`src/design/feature_ctrl_pkg.sv`:
```
// constants and register map of the feature-control register bank
// Behaviour
// - legacy view of feature register equals its low 32 bits.
// - bits 0-10 and 18 read/write; other positions reserved, written zero.
// - bit 0 set enables virtualized maskable interrupts via flag and pending.
// - bit 0 set enables bitmap-driven software-interrupt interception.
// - bit 1 set enables virtual interrupt flag and pending support.
// - bit 1 affects only set/clear interrupt-flag instructions, no bitmap.
// - bit 1 honoured in long mode as in legacy protected mode.
// - bit 2 set allows timestamp reads only at privilege level 0.
// - bit 3 set enables I/O breakpoints; debug regs 4/5 raise invalid opcode.
// - bit 3 clear disables I/O breakpoints; regs 4/5 alias to 6/7.
// - bit 4 set permits large pages selected by directory page-size field.
// - bit 4 clear with bit 5 clear restricts all pages to small size, rejects large use.
// - bit 4 ignored while physical-address extension is on, so long mode.
// - table base register points to top-level translation table.
// - fault address and table base serve only page translation.
// - bit 5 enables extended physical addressing and 2-Mbyte pages.
// - in 64-bit mode writing one to an upper bit raises protection fault.
package feature_ctrl_pkg;
    localparam logic [7:0] OFS_FC_LO = 8'h00;
    localparam logic [7:0] OFS_FC_HI = 8'h04;
    localparam logic [7:0] OFS_FA_LO = 8'h08;
    localparam logic [7:0] OFS_FA_HI = 8'h0C;
    localparam logic [7:0] OFS_TB_LO = 8'h10;
    localparam logic [7:0] OFS_TB_HI = 8'h14;
    localparam logic [7:0] OFS_MODE = 8'h18;
    localparam logic [7:0] OFS_IRQ_STAT = 8'h1C;
    localparam logic [7:0] OFS_IRQ_MASK = 8'h20;

    localparam int BIT_V86 = 0;
    localparam int BIT_PVI = 1;
    localparam int BIT_TSR = 2;
    localparam int BIT_DBG = 3;
    localparam int BIT_LPG = 4;
    localparam int BIT_PAE = 5;
    localparam int BIT_MCE = 6;
    localparam int BIT_GPG = 7;
    localparam int BIT_PCU = 8;
    localparam int BIT_FXS = 9;
    localparam int BIT_SFE = 10;
    localparam int BIT_XSV = 18;

    localparam logic [31:0] FC_RW_MASK = 32'h0004_07FF;
    localparam logic [31:0] FC_RESET = 32'h0000_0000;
    localparam logic [63:0] ADDR_RESET = 64'h0000_0000_0000_0000;

    localparam int MODE_LONG = 0;
    localparam int MODE_CODE64 = 1;
    localparam int MODE_V86 = 2;
    localparam logic [31:0] MODE_MASK = 32'h0000_0007;

    localparam int EV_GP = 0;
    localparam int EV_UD = 1;
    localparam int EV_TS = 2;
    localparam int EV_PF = 3;
    localparam int EV_W = 4;

    localparam logic [2:0] DBG_REG_4 = 3'h4;
    localparam logic [2:0] DBG_REG_5 = 3'h5;
    localparam logic [2:0] DBG_REG_6 = 3'h6;
    localparam logic [2:0] DBG_REG_7 = 3'h7;
    localparam logic [1:0] CPL_KERNEL = 2'h0;
endpackage : feature_ctrl_pkg

```
`src/design/byte_merge.sv`:
```
// byte-lane write merge for one 32-bit register word
module byte_merge
    import feature_ctrl_pkg::*;
(
    input wire logic [31:0] old_val,
    input wire logic [31:0] wr_val,
    input wire logic [3:0] be,
    input wire logic [31:0] keep_mask,
    output logic [31:0] new_val
);
    logic [31:0] merged;

    genvar g;
    generate
        for (g = 0; g < 4; g++) begin : g_lane
            assign merged[g*8 +: 8] = be[g] ? wr_val[g*8 +: 8]
                                            : old_val[g*8 +: 8];
        end
    endgenerate

    // unimplemented positions are forced to zero on every write
    assign new_val = merged & keep_mask;
endmodule : byte_merge

```
`src/design/feature_policy.sv`:
```
// combinational decode of feature enables into consumer decisions
module feature_policy
    import feature_ctrl_pkg::*;
(
    input wire logic [31:0] fc,
    input wire logic v86_mode,
    input wire logic [1:0] cpl,
    input wire logic [2:0] dbg_reg_num,
    input wire logic pde_page_size,
    input wire logic redir_bitmap_bit,
    output logic v86_virt_int,
    output logic swint_redirect,
    output logic pm_virt_sti_cli,
    output logic ts_allow,
    output logic io_bp_enable,
    output logic dbg_ud,
    output logic [2:0] dbg_target,
    output logic large_page_sel,
    output logic large_page_reject
);
    logic dbg_45;
    logic big_ok;

    assign v86_virt_int = fc[BIT_V86] & v86_mode;
    assign swint_redirect = fc[BIT_V86] & v86_mode & ~redir_bitmap_bit;
    assign pm_virt_sti_cli = fc[BIT_PVI] & ~v86_mode;
    assign ts_allow = ~fc[BIT_TSR] | (cpl == CPL_KERNEL);
    assign dbg_45 = (dbg_reg_num == DBG_REG_4) | (dbg_reg_num == DBG_REG_5);
    assign io_bp_enable = fc[BIT_DBG];
    assign dbg_ud = fc[BIT_DBG] & dbg_45;
    assign dbg_target = (~fc[BIT_DBG] & (dbg_reg_num == DBG_REG_4)) ? DBG_REG_6
                      : (~fc[BIT_DBG] & (dbg_reg_num == DBG_REG_5)) ? DBG_REG_7
                      : dbg_reg_num;
    assign big_ok = fc[BIT_PAE] | fc[BIT_LPG];
    assign large_page_sel = pde_page_size & big_ok;
    assign large_page_reject = pde_page_size & ~big_ok;
endmodule : feature_policy

```
`src/design/paging_feature_control_regs.sv`:
```
// feature-control, fault-address and table-base registers on avalon-mm
//
// The implementer's own choices: the register addresses and register access over Avalon-MM.
module paging_feature_control_regs
    import feature_ctrl_pkg::*;
(
    input wire logic clk,
    input wire logic rst,
    input wire logic [7:0] address,
    input wire logic read,
    input wire logic write,
    input wire logic [31:0] writedata,
    input wire logic [3:0] byteenable,
    output logic [31:0] readdata,
    output logic waitrequest,
    output logic irq,
    output logic v86_ext_enable,
    output logic pm_virt_int_enable,
    output logic timestamp_priv_restrict,
    output logic debug_ext_enable,
    output logic large_page_enable,
    output logic phys_addr_ext_enable,
    output logic machine_check_enable,
    output logic global_page_enable,
    output logic perf_counter_user_enable,
    output logic fx_save_restore_enable,
    output logic simd_fp_exc_enable,
    output logic ext_state_save_enable,
    output logic [63:0] fault_address,
    output logic [63:0] table_base,
    input wire logic pf_valid,
    input wire logic [63:0] pf_addr,
    input wire logic [1:0] cpl,
    input wire logic ts_read_req,
    output logic ts_allow,
    input wire logic dbg_access,
    input wire logic [2:0] dbg_reg_num,
    output logic dbg_ud,
    output logic [2:0] dbg_target,
    output logic io_bp_enable,
    input wire logic pde_page_size,
    output logic large_page_sel,
    output logic large_page_reject,
    input wire logic redir_bitmap_bit,
    output logic v86_virt_int,
    output logic swint_redirect,
    output logic pm_virt_sti_cli
);
    logic [31:0] fc_r;
    logic [63:0] fa_r;
    logic [63:0] tb_r;
    logic [31:0] mode_r;
    logic [EV_W-1:0] stat_r;
    logic [EV_W-1:0] stat_nxt;
    logic [EV_W-1:0] mask_r;
    logic [EV_W-1:0] ev;
    logic [31:0] readdata_r;
    logic ack_r;
    logic req;
    logic wr_fire;
    logic rd_fire;
    logic [31:0] rd_mux;
    logic [31:0] fc_nxt;
    logic [31:0] mode_nxt;
    logic [31:0] fa_lo_nxt;
    logic [31:0] fa_hi_nxt;
    logic [31:0] tb_lo_nxt;
    logic [31:0] tb_hi_nxt;
    logic [31:0] hi_written;
    logic in_64bit;
    logic ev_gp;

    // one wait cycle gives a registered read word and a clean write edge
    assign req = read | write;
    assign waitrequest = req & ~ack_r;
    assign wr_fire = write & ack_r;
    assign rd_fire = read & ack_r;
    assign readdata = readdata_r;

    always_ff @(posedge clk) begin
        if (rst) begin
            ack_r <= 1'b0;
        end else begin
            ack_r <= req & ~ack_r;
        end
    end

    byte_merge u_fc_merge (
        .old_val(fc_r),
        .wr_val(writedata),
        .be(byteenable),
        .keep_mask(FC_RW_MASK),
        .new_val(fc_nxt)
    );

    byte_merge u_hi_merge (
        .old_val(32'h0000_0000),
        .wr_val(writedata),
        .be(byteenable),
        .keep_mask(32'hFFFF_FFFF),
        .new_val(hi_written)
    );

    byte_merge u_mode_merge (
        .old_val(mode_r),
        .wr_val(writedata),
        .be(byteenable),
        .keep_mask(MODE_MASK),
        .new_val(mode_nxt)
    );

    byte_merge u_fa_lo (
        .old_val(fa_r[31:0]),
        .wr_val(writedata),
        .be(byteenable),
        .keep_mask(32'hFFFF_FFFF),
        .new_val(fa_lo_nxt)
    );

    byte_merge u_fa_hi (
        .old_val(fa_r[63:32]),
        .wr_val(writedata),
        .be(byteenable),
        .keep_mask(32'hFFFF_FFFF),
        .new_val(fa_hi_nxt)
    );

    byte_merge u_tb_lo (
        .old_val(tb_r[31:0]),
        .wr_val(writedata),
        .be(byteenable),
        .keep_mask(32'hFFFF_FFFF),
        .new_val(tb_lo_nxt)
    );

    byte_merge u_tb_hi (
        .old_val(tb_r[63:32]),
        .wr_val(writedata),
        .be(byteenable),
        .keep_mask(32'hFFFF_FFFF),
        .new_val(tb_hi_nxt)
    );

    always_ff @(posedge clk) begin
        if (rst) begin
            fc_r <= FC_RESET;
        end else if (wr_fire && address == OFS_FC_LO) begin
            fc_r <= fc_nxt;
        end
    end

    always_ff @(posedge clk) begin
        if (rst) begin
            mode_r <= 32'h0000_0000;
        end else if (wr_fire && address == OFS_MODE) begin
            mode_r <= mode_nxt;
        end
    end

    // fault address only captured by the walker or software
    always_ff @(posedge clk) begin
        if (rst) begin
            fa_r <= ADDR_RESET;
        end else if (pf_valid) begin
            fa_r <= pf_addr;
        end else if (wr_fire && address == OFS_FA_LO) begin
            fa_r[31:0] <= fa_lo_nxt;
        end else if (wr_fire && address == OFS_FA_HI) begin
            fa_r[63:32] <= fa_hi_nxt;
        end
    end

    // table base feeds the walker only
    always_ff @(posedge clk) begin
        if (rst) begin
            tb_r <= ADDR_RESET;
        end else if (wr_fire && address == OFS_TB_LO) begin
            tb_r[31:0] <= tb_lo_nxt;
        end else if (wr_fire && address == OFS_TB_HI) begin
            tb_r[63:32] <= tb_hi_nxt;
        end
    end

    assign in_64bit = mode_r[MODE_LONG] & mode_r[MODE_CODE64];
    // nonzero upper-half write in 64-bit mode faults
    assign ev_gp = wr_fire & (address == OFS_FC_HI) & in_64bit
                 & (hi_written != 32'h0000_0000);

    always_comb begin
        ev = '0;
        ev[EV_GP] = ev_gp;
        ev[EV_UD] = dbg_access & dbg_ud;
        ev[EV_TS] = ts_read_req & ~ts_allow;
        ev[EV_PF] = pf_valid;
    end

    // new events win over the clear-on-read
    always_comb begin
        stat_nxt = stat_r;
        if (rd_fire && address == OFS_IRQ_STAT) begin
            stat_nxt = '0;
        end
        stat_nxt = stat_nxt | ev;
    end

    always_ff @(posedge clk) begin
        if (rst) begin
            stat_r <= '0;
        end else begin
            stat_r <= stat_nxt;
        end
    end

    always_ff @(posedge clk) begin
        if (rst) begin
            mask_r <= '0;
        end else if (wr_fire && address == OFS_IRQ_MASK) begin
            mask_r <= writedata[EV_W-1:0];
        end
    end

    assign irq = |(stat_r & mask_r);

    // upper half always reads zero, legacy view is the low word
    always_comb begin
        rd_mux = 32'h0000_0000;
        if (address == OFS_FC_LO) begin
            rd_mux = fc_r;
        end else if (address == OFS_FC_HI) begin
            rd_mux = 32'h0000_0000;
        end else if (address == OFS_FA_LO) begin
            rd_mux = fa_r[31:0];
        end else if (address == OFS_FA_HI) begin
            rd_mux = fa_r[63:32];
        end else if (address == OFS_TB_LO) begin
            rd_mux = tb_r[31:0];
        end else if (address == OFS_TB_HI) begin
            rd_mux = tb_r[63:32];
        end else if (address == OFS_MODE) begin
            rd_mux = mode_r;
        end else if (address == OFS_IRQ_STAT) begin
            rd_mux = {{(32-EV_W){1'b0}}, stat_r};
        end else if (address == OFS_IRQ_MASK) begin
            rd_mux = {{(32-EV_W){1'b0}}, mask_r};
        end
    end

    always_ff @(posedge clk) begin
        if (rst) begin
            readdata_r <= 32'h0000_0000;
        end else if (read && !ack_r) begin
            readdata_r <= rd_mux;
        end
    end

    assign v86_ext_enable = fc_r[BIT_V86];
    assign pm_virt_int_enable = fc_r[BIT_PVI];
    assign timestamp_priv_restrict = fc_r[BIT_TSR];
    assign debug_ext_enable = fc_r[BIT_DBG];
    // large-page enable is masked while address extension is on
    assign large_page_enable = fc_r[BIT_LPG] & ~fc_r[BIT_PAE];
    assign phys_addr_ext_enable = fc_r[BIT_PAE];
    assign machine_check_enable = fc_r[BIT_MCE];
    assign global_page_enable = fc_r[BIT_GPG];
    assign perf_counter_user_enable = fc_r[BIT_PCU];
    assign fx_save_restore_enable = fc_r[BIT_FXS];
    assign simd_fp_exc_enable = fc_r[BIT_SFE];
    assign ext_state_save_enable = fc_r[BIT_XSV];
    assign fault_address = fa_r;
    assign table_base = tb_r;

    feature_policy u_policy (
        .fc(fc_r),
        .v86_mode(mode_r[MODE_V86]),
        .cpl(cpl),
        .dbg_reg_num(dbg_reg_num),
        .pde_page_size(pde_page_size),
        .redir_bitmap_bit(redir_bitmap_bit),
        .v86_virt_int(v86_virt_int),
        .swint_redirect(swint_redirect),
        .pm_virt_sti_cli(pm_virt_sti_cli),
        .ts_allow(ts_allow),
        .io_bp_enable(io_bp_enable),
        .dbg_ud(dbg_ud),
        .dbg_target(dbg_target),
        .large_page_sel(large_page_sel),
        .large_page_reject(large_page_reject)
    );
endmodule : paging_feature_control_regs

```
`config.mk`:
```
export PLATFORM = sky130hd
export DESIGN_NAME = paging_feature_control_regs
export DESIGN_NICKNAME = d
export VERILOG_FILES = /design/src/design/feature_ctrl_pkg.sv /design/src/design/byte_merge.sv /design/src/design/feature_policy.sv /design/src/design/paging_feature_control_regs.sv
export SDC_FILE = /design/constraint.sdc
export NUM_CORES = 1
export LEC_CHECK = 0
export BUFFER_PORTS_ARGS = -buffer_cell sky130_fd_sc_hd__clkbuf_2
export CELL_PAD_IN_SITES_DETAIL_PLACEMENT = 1
export CELL_PAD_IN_SITES_GLOBAL_PLACEMENT = 2
export CORE_MARGIN = 5
export CORE_UTILIZATION = 30
export CTS_CLUSTER_SIZE = 14
export DETAILED_ROUTE_END_ITERATION = 6
export GPL_TIMING_DRIVEN = 1
export PLACE_DENSITY_LB_ADDON = 0.1
export SLEW_MARGIN = 20
export SYNTH_ARGS = -nofsm -noshare
export SYNTH_HDL_FRONTEND = slang
export SYNTH_HIERARCHICAL = 1
export SYNTH_SLANG_ARGS = --single-unit
```
`constraint.sdc`:
```
create_clock -name clk -period 2 [get_ports clk]
set_clock_uncertainty 0.05 [all_clocks]
set_input_delay 0.5 -clock clk [delete_from_list [all_inputs] [get_ports clk]]
set_output_delay 0.5 -clock clk [all_outputs]
set_load 0.01 [all_outputs]
```
==> impl_metrics.py, run 1 <==
metrics = {
    "clock_tree": {
        "cts.sinks": 233,
        "root_buffer": "clkbuf_16",
        "clkLatencyLatePin_ps": 530,
        "cts_max_path_buffers": 3,
        "htree_levels": 2,
        "post_cts_buffers": 0,
        "numCtsBuffers": 34,
        "cts_tree": "yes",
        "path_clk_slew_ps": 60,
    },
    "die": {
        "num_rows": 82,
        "die_w_um": 234.5,
        "core_um2": 49970,
        "die_h_um": 234.5,
        "dieArea_um2": 54970,
        "start_util_pct": 30.25,
        "ios": 307,
    },
    "timing": {
        "rsz0062_at_grt": "no",
        "fin_hold_ws_ps": 205.6,
        "period_share_pct": 96.01,
        "setup_violations": 0,
        "fmax_mhz": 520.8,
        "tns_ps": 0,
        "drv_slew": 0,
        "finalCriticalPeriod_ps": 1920,
        "hold_viol": 0,
    },
    "pwr": {
        "p_total_mw": 13.27,
        "power_density_nw_per_um2": 653.1,
        "vdd_drop_max_uv": 470.8,
        "p_leak_nw": 8.798,
    },
    "yosys": {
        "synthDistinctLibCells": 52,
        "synth_top_cell_area_share_pct": 30.86,
        "synth_top_area_cell": "dfxtp_1",
        "synth-simple-area-share_pct": 22.57,
        "synthMuxAreaShare_pct": 20.29,
        "synthArstFlopShare_pct": 0,
        "syn-cell-area_um2": 15110,
        "syn_inst": 1807,
        "synth_warnings": 6,
        "synth_edf_count": 0,
        "synth_xor_area_share_pct": 0,
        "ys_top_cells_by_area": "dfxtp_1, mux2i_1, nor2b_1",
        "ys_ff_latch": 233,
        "seq_area_frac_synth_pct": 30.86,
        "synth_top_family_by_area": "simple AND/OR/NAND/NOR gates",
        "synth_compound_area_share_pct": 19.37,
        "ys.flop_type": "dfxtp_1",
        "synth_fa_ha_area_share_pct": 0,
        "synth.avg_cell_area_um2": 8.364,
    },
    "place": {
        "dp_cells": 3037,
        "numPortBuffers": 304,
        "dpl.hpwl_um": 48410,
        "place.gp.congestion": 0.8328,
    },
    "critical_path": {
        "r2r_start": "table_base[32]",
        "cp-start-kind": "flip-flop",
        "worstReg2RegEnd": "readdata[0]",
        "crit_arrival_ps": 1370,
        "worst-r2r-cell-count": 5,
        "critPathKind": "reg2out",
        "crit_path_max_fanout": 8,
        "cp-startpoint": "ack_r",
        "endpoint_kind": "output pin",
        "worstPathCellList": "buf_4, nor2_2, clkbuf_2",
        "r2r_slack_ps": 270,
        "cpMaxStageDelayCell": "dfxtp_1",
        "worst_path_largest_cell_delay_ps": 350,
        "worstPathRequired_ps": 1450,
    },
    "layout": {
        "finalNetCount": 2523,
        "final_util_pct": 40.66,
        "antenna_cells": 0,
        "drive_above_1_share_pct": 26.62,
        "final_cells": 3095,
        "syn_to_final_growth_pct": 34.42,
    },
    "min_path": {
        "min_to": "stat_r[1]",
        "hp-start": "dbg_access",
        "min_delay_path_depth": 3,
        "hp-class": "in2reg",
    },
    "global_routing": {
        "grt_pass1_vias": 15690,
        "overflow": 0,
        "grt_max_degree": 46,
        "track_usage_pct": 23.41,
        "grt_antenna_before_repair": 0,
        "grt_pass1_wl_um": 97960,
    },
    "routing": {
        "vias_per_cell": 4.868,
        "drt_iter0_markers": 641,
        "postRouteAntennaNets": 0,
        "route.vias.total": 15070,
        "routedWlPerCell_um": 21.36,
        "drc": 0,
        "dr.pass1.iters": 5,
        "wl_um": 66100,
    },
    "status": {
        "outcome": "finished clean",
    },
    "run": {
        "drv_cap": 0,
    },
}
==> worst max path at each step <==
stage | to | slack [ps]
floorplan | table_base[34] | -60
global placement | fc_r[18] | -440
detailed placement | fc_r[2] | -430
CTS | swint_redirect | 2
global route | fc_r[2] | 30
finish | waitrequest | 80
==> report_power, final <==
group          internal (mW)  switching [mW]  total, mW  leakage [nW]
clock                   3.77            2.39       6.16         0.549
combinational          0.929            1.22       2.15          6.35
sequential              4.78           0.175       4.96          1.90
total                   9.49            3.78       13.3          8.80
==> cell type report <==
class,instances,area (um^2)
fillers,6090,29650
clock inverters,5,52.55
well taps,672,840.8
repair buffers,454,3007
clock buffers,53,1066
flip-flops and latches,233,4672
inverters,30,112.6
multi-input cells,1648,10570
==> cells in the mapped netlist, types with 8 or more instances <==
cell,number
inv_1,30
a22o_1,23
nor2_1,112
nor2b_1,257
a221oi_1,8
clkbuf_1,72
mux2_2,11
a21oi_1,183
a211oi_2,48
dfxtp_1,233
o221ai_1,8
nand2_1,267
buf_2,27
mux2i_1,294
buf_6,41
nor4_1,9
o21ai_0,44
a211oi_1,45
o221ai_2,20
==> layer usage <==
layer  global-route usage [%]  vias to the layer above  part of all wire [%]
li1                         -                     7247                     -
met1                    29.38                     7417                    43
met2                    41.78                      324                    50
met3                    3.365                       77                   4.4
met4                    6.860                        0                   2.7
met5                        0                        -                     0
==> worst max-delay path: cells and delay by family (launching register included) <==
kind / cells / cell delay (ps)
buf+inv: 2 / 350
simple gates: 1 / 140
flops: 1 / 350
==> metrics by stage <==
step	cell area (um^2)	worst slack [ps]
floorplan	16260	-60.51
global placement	19190	-437.9
detailed placement	19190	-433.7
CTS	20310	1.776
global route	20320	34.92
finish	20320	79.77
==> registers in the layout, indices dropped and copies added, names as in the netlist <==
name           cells
table_base        64
mode_r            32
stat_r             4
readdata          32
mask_r             4
fc_r              32
ack_r              1
fault_address     64
==> repair_timing <==
action	in CTS	in global routing
gates resized for setup	4	2
endpoints found under the setup margin	5	2
hold endpoints to repair	0	0
hold buffers	0	0
==> layout by cell type (no fill, tap or decap), types with 30 or more instances in the layout <==
cell,count
a211oi_1,45
a211oi_2,48
a21oi_1,183
buf_4,128
clkbuf_16,37
clkbuf_2,297
conb_1,256
dfxtp_1,229
inv_1,30
mux2i_1,294
nand2_1,266
nor2_1,82
nor2b_1,255
o21ai_0,44
==> cell families (layout without fill, tap and decap cells) <==
logic type	Yosys count	after routing
other	2	256
buffers and inverters	180	542
AND/OR/NAND/NOR	685	685
multiplexers	305	305
flip-flops	233	233
AO/OA/AOI/OAI	402	402
Power figures use the tool's default switching activity.
==> run 2: changes to the inputs <==
--- a/config.mk
+++ b/config.mk
@@ -9,11 +9,13 @@
 export CELL_PAD_IN_SITES_DETAIL_PLACEMENT = 1
 export CELL_PAD_IN_SITES_GLOBAL_PLACEMENT = 2
 export CORE_MARGIN = 5
-export CORE_UTILIZATION = 30
+export CORE_UTILIZATION = 31
+export CTS_BUF_LIST = sky130_fd_sc_hd__clkbuf_4
 export CTS_CLUSTER_SIZE = 14
 export DETAILED_ROUTE_END_ITERATION = 6
 export GPL_TIMING_DRIVEN = 1
 export PLACE_DENSITY_LB_ADDON = 0.1
+export SETUP_SLACK_MARGIN = 0.2
 export SLEW_MARGIN = 20
 export SYNTH_ARGS = -nofsm -noshare
 export SYNTH_HDL_FRONTEND = slang
==> run 2 against run 1 <==
  * The flow now finishes with violations (design-rule violations, negative setup slack)
  * Register-to-register slack lost 30 ps
  * Critical endpoint is now swint_redirect
  * Routed wire length grew 7.2%
  * Sequential share of layout area down 1.5 points
  * Flip-flop and latch count is the same
  * Utilization grew 8.8 points
  * Die area decreased by 3.1%
  * Sequential power decreased by 2%
  * Total power down 3.7%
  * Fmax fell by 6.6%
  * Clock power shrank 16%
  * Global-route usage is 2.1 points higher
  * Final cell count grew 8.0%
==> impl_metrics.py, run 2 (synthesized netlist as in run 1, its figures left out) <==
metrics = {
    "critical_path": {
        "cpMaxStageDelayCell": "dfxtp_4",
        "endpoint_kind": "output pin",
        "worst-r2r-cell-count": 6,
        "critPathKind": "reg2out",
        "worst_path_largest_cell_delay_ps": 380,
        "worstReg2RegEnd": "readdata[1]",
        "crit_arrival_ps": 1510,
        "worstPathRequired_ps": 1450,
        "cp-start-kind": "flip-flop",
        "worstPathCellList": "and2_4, nor2b_4, buf_6",
        "r2r_start": "table_base[33]",
        "r2r_slack_ps": 240,
        "crit_path_max_fanout": 3,
    },
    "routing": {
        "drt_iter0_markers": 720,
        "dr.pass1.iters": 7,
        "drc": 4,
        "wl_um": 70830,
        "postRouteAntennaNets": 0,
        "vias_per_cell": 4.889,
        "routedWlPerCell_um": 21.18,
        "route.vias.total": 16350,
    },
    "clock_tree": {
        "numCtsBuffers": 78,
        "htree_levels": 3,
        "clkLatencyLatePin_ps": 760,
        "path_clk_slew_ps": 70,
        "cts.sinks": 233,
        "cts_max_path_buffers": 3,
        "root_buffer": "clkbuf_4",
        "cts_tree": "yes",
    },
    "die": {
        "dieArea_um2": 53270,
        "start_util_pct": 31.13,
        "die_h_um": 230.8,
        "ios": 307,
        "num_rows": 81,
        "die_w_um": 230.8,
        "core_um2": 48550,
    },
    "layout": {
        "drive_above_1_share_pct": 39.43,
        "layout_common_cells": "mux2i_1, buf_4, nand2_1, conb_1, nor2b_1",
        "syn_to_final_growth_pct": 58.76,
        "finalNetCount": 2794,
        "layout_commonest_cell": "mux2i_1",
        "final_util_pct": 49.43,
    },
    "global_routing": {
        "grt_pass1_wl_um": 105700,
        "grt_pass1_vias": 17390,
        "track_usage_pct": 25.47,
        "overflow": 0,
        "grt_max_degree": 52,
        "grt_antenna_before_repair": 1,
    },
    "timing": {
        "setup_violations": 3,
        "tns_ps": -114.9,
        "finalCriticalPeriod_ps": 2056,
        "hold_viol": 0,
        "fmax_mhz": 486.4,
        "maxSlewHeadroom_pct": 59.38,
        "period_share_pct": 102.8,
        "tightest_slew_ps": 609.3,
        "drv_slew": 0,
        "rsz0062_at_grt": "yes",
        "layout_setup_ws_ps": -55.72,
    },
    "status": {
        "outcome": "finished with violations",
        "violations": "design-rule violations, negative setup slack",
    },
    "min_path": {
        "min_delay_path_depth": 2,
        "min_to": "readdata[31]",
        "hp-class": "in2reg",
        "hp-start": "rst",
    },
    "place": {
        "dpl.hpwl_um": 47360,
        "place.gp.congestion": 0.8113,
        "numPortBuffers": 304,
    },
    "pwr": {
        "p_total_mw": 12.78,
        "vdd_drop_max_uv": 330.5,
        "power_density_nw_per_um2": 532.5,
        "p_leak_nw": 10.48,
    },
    "run": {
        "drv_cap": 0,
    },
}
run 2: cell types whose count changed in the layout (fill, tap and decap cells not counted), sizes merged:
cell	previous run	this run
buf	156	502
clkbuf	351	236
clkinv	3	5
clkinvlp	1	0
diode	0	1
dlygate4sd3	0	63
inv	30	33
run 2: worst max path at each step:
stage | slack (ps) | start | endpoint | depth (start not counted)
CTS | -170 | mask_r[0] | irq | 3
detailed placement | -550 | byteenable[0] | stat_r[0] | 8
global placement | -540 | byteenable[0] | stat_r[0] | 8
floorplan | -60 | address[5] | table_base[34] | 7
finish | -60 | mode_r[2] | swint_redirect | 3
global route | -140 | mode_r[2] | swint_redirect | 3
run 2: cell type report:
class / instances / area (um^2)
Multi-Input combinational cell: 1648 / 10690
Fill cell: 5826 / 24550
Inverter: 30 / 112.6
Clock inverter: 9 / 61.31
Timing Repair Buffer: 681 / 6300
Sequential cell: 233 / 5151
Tap cell: 622 / 778.2
Antenna cell: 1 / 2.502
Clock buffer: 120 / 900.9
run 2: per-stage QoR:
| step | cell area (um^2) | std cells | hold slack (ps) | setup slack (ps) |
|---|---|---|---|---|
| CTS | 22910 | 3313 | 11.70 | -169.0 |
| finish | 23990 | 3344 | 113.6 | -55.72 |
| detailed placement | 19210 | 2977 | 416.9 | -546.8 |
| global route | 23990 | 3344 | 58.57 | -139.4 |
| global placement | 19210 | 2977 | 407.3 | -535.9 |
| floorplan | 16440 | 2061 | 396.8 | -60.51 |
run 2: where the power goes:
group	total, mW	switching (mW)	internal [mW]
logic	2.73	1.39	1.34
clock network	5.20	2.39	2.81
registers	4.84	0.139	4.71
total	12.8	3.92	8.86
run 2: worst max-delay path: cells and delay by family (launching register included):
kind	cells	cell delay [ps]
buffers and inverters	1	100
flip-flops	1	380
AND/OR/NAND/NOR	2	280
run 2: repair_timing:
item | in CTS | in global routing
endpoints found under the hold margin | 63 | 0
setup buffers | 144 | 30
resized for setup | 354 | 318
setup endpoints to repair | 183 | 186
pin swaps | 6 | 9
hold buffers | 63 | 0
run 2: layer usage:
layer,GRT usage (%),share of wire (%),vias to the layer above
met5,0,0,-
met4,6.185,1.8,0
met3,4.366,4.7,85
met2,46.64,52,390
met1,31.02,42,8040
li1,-,-,7835
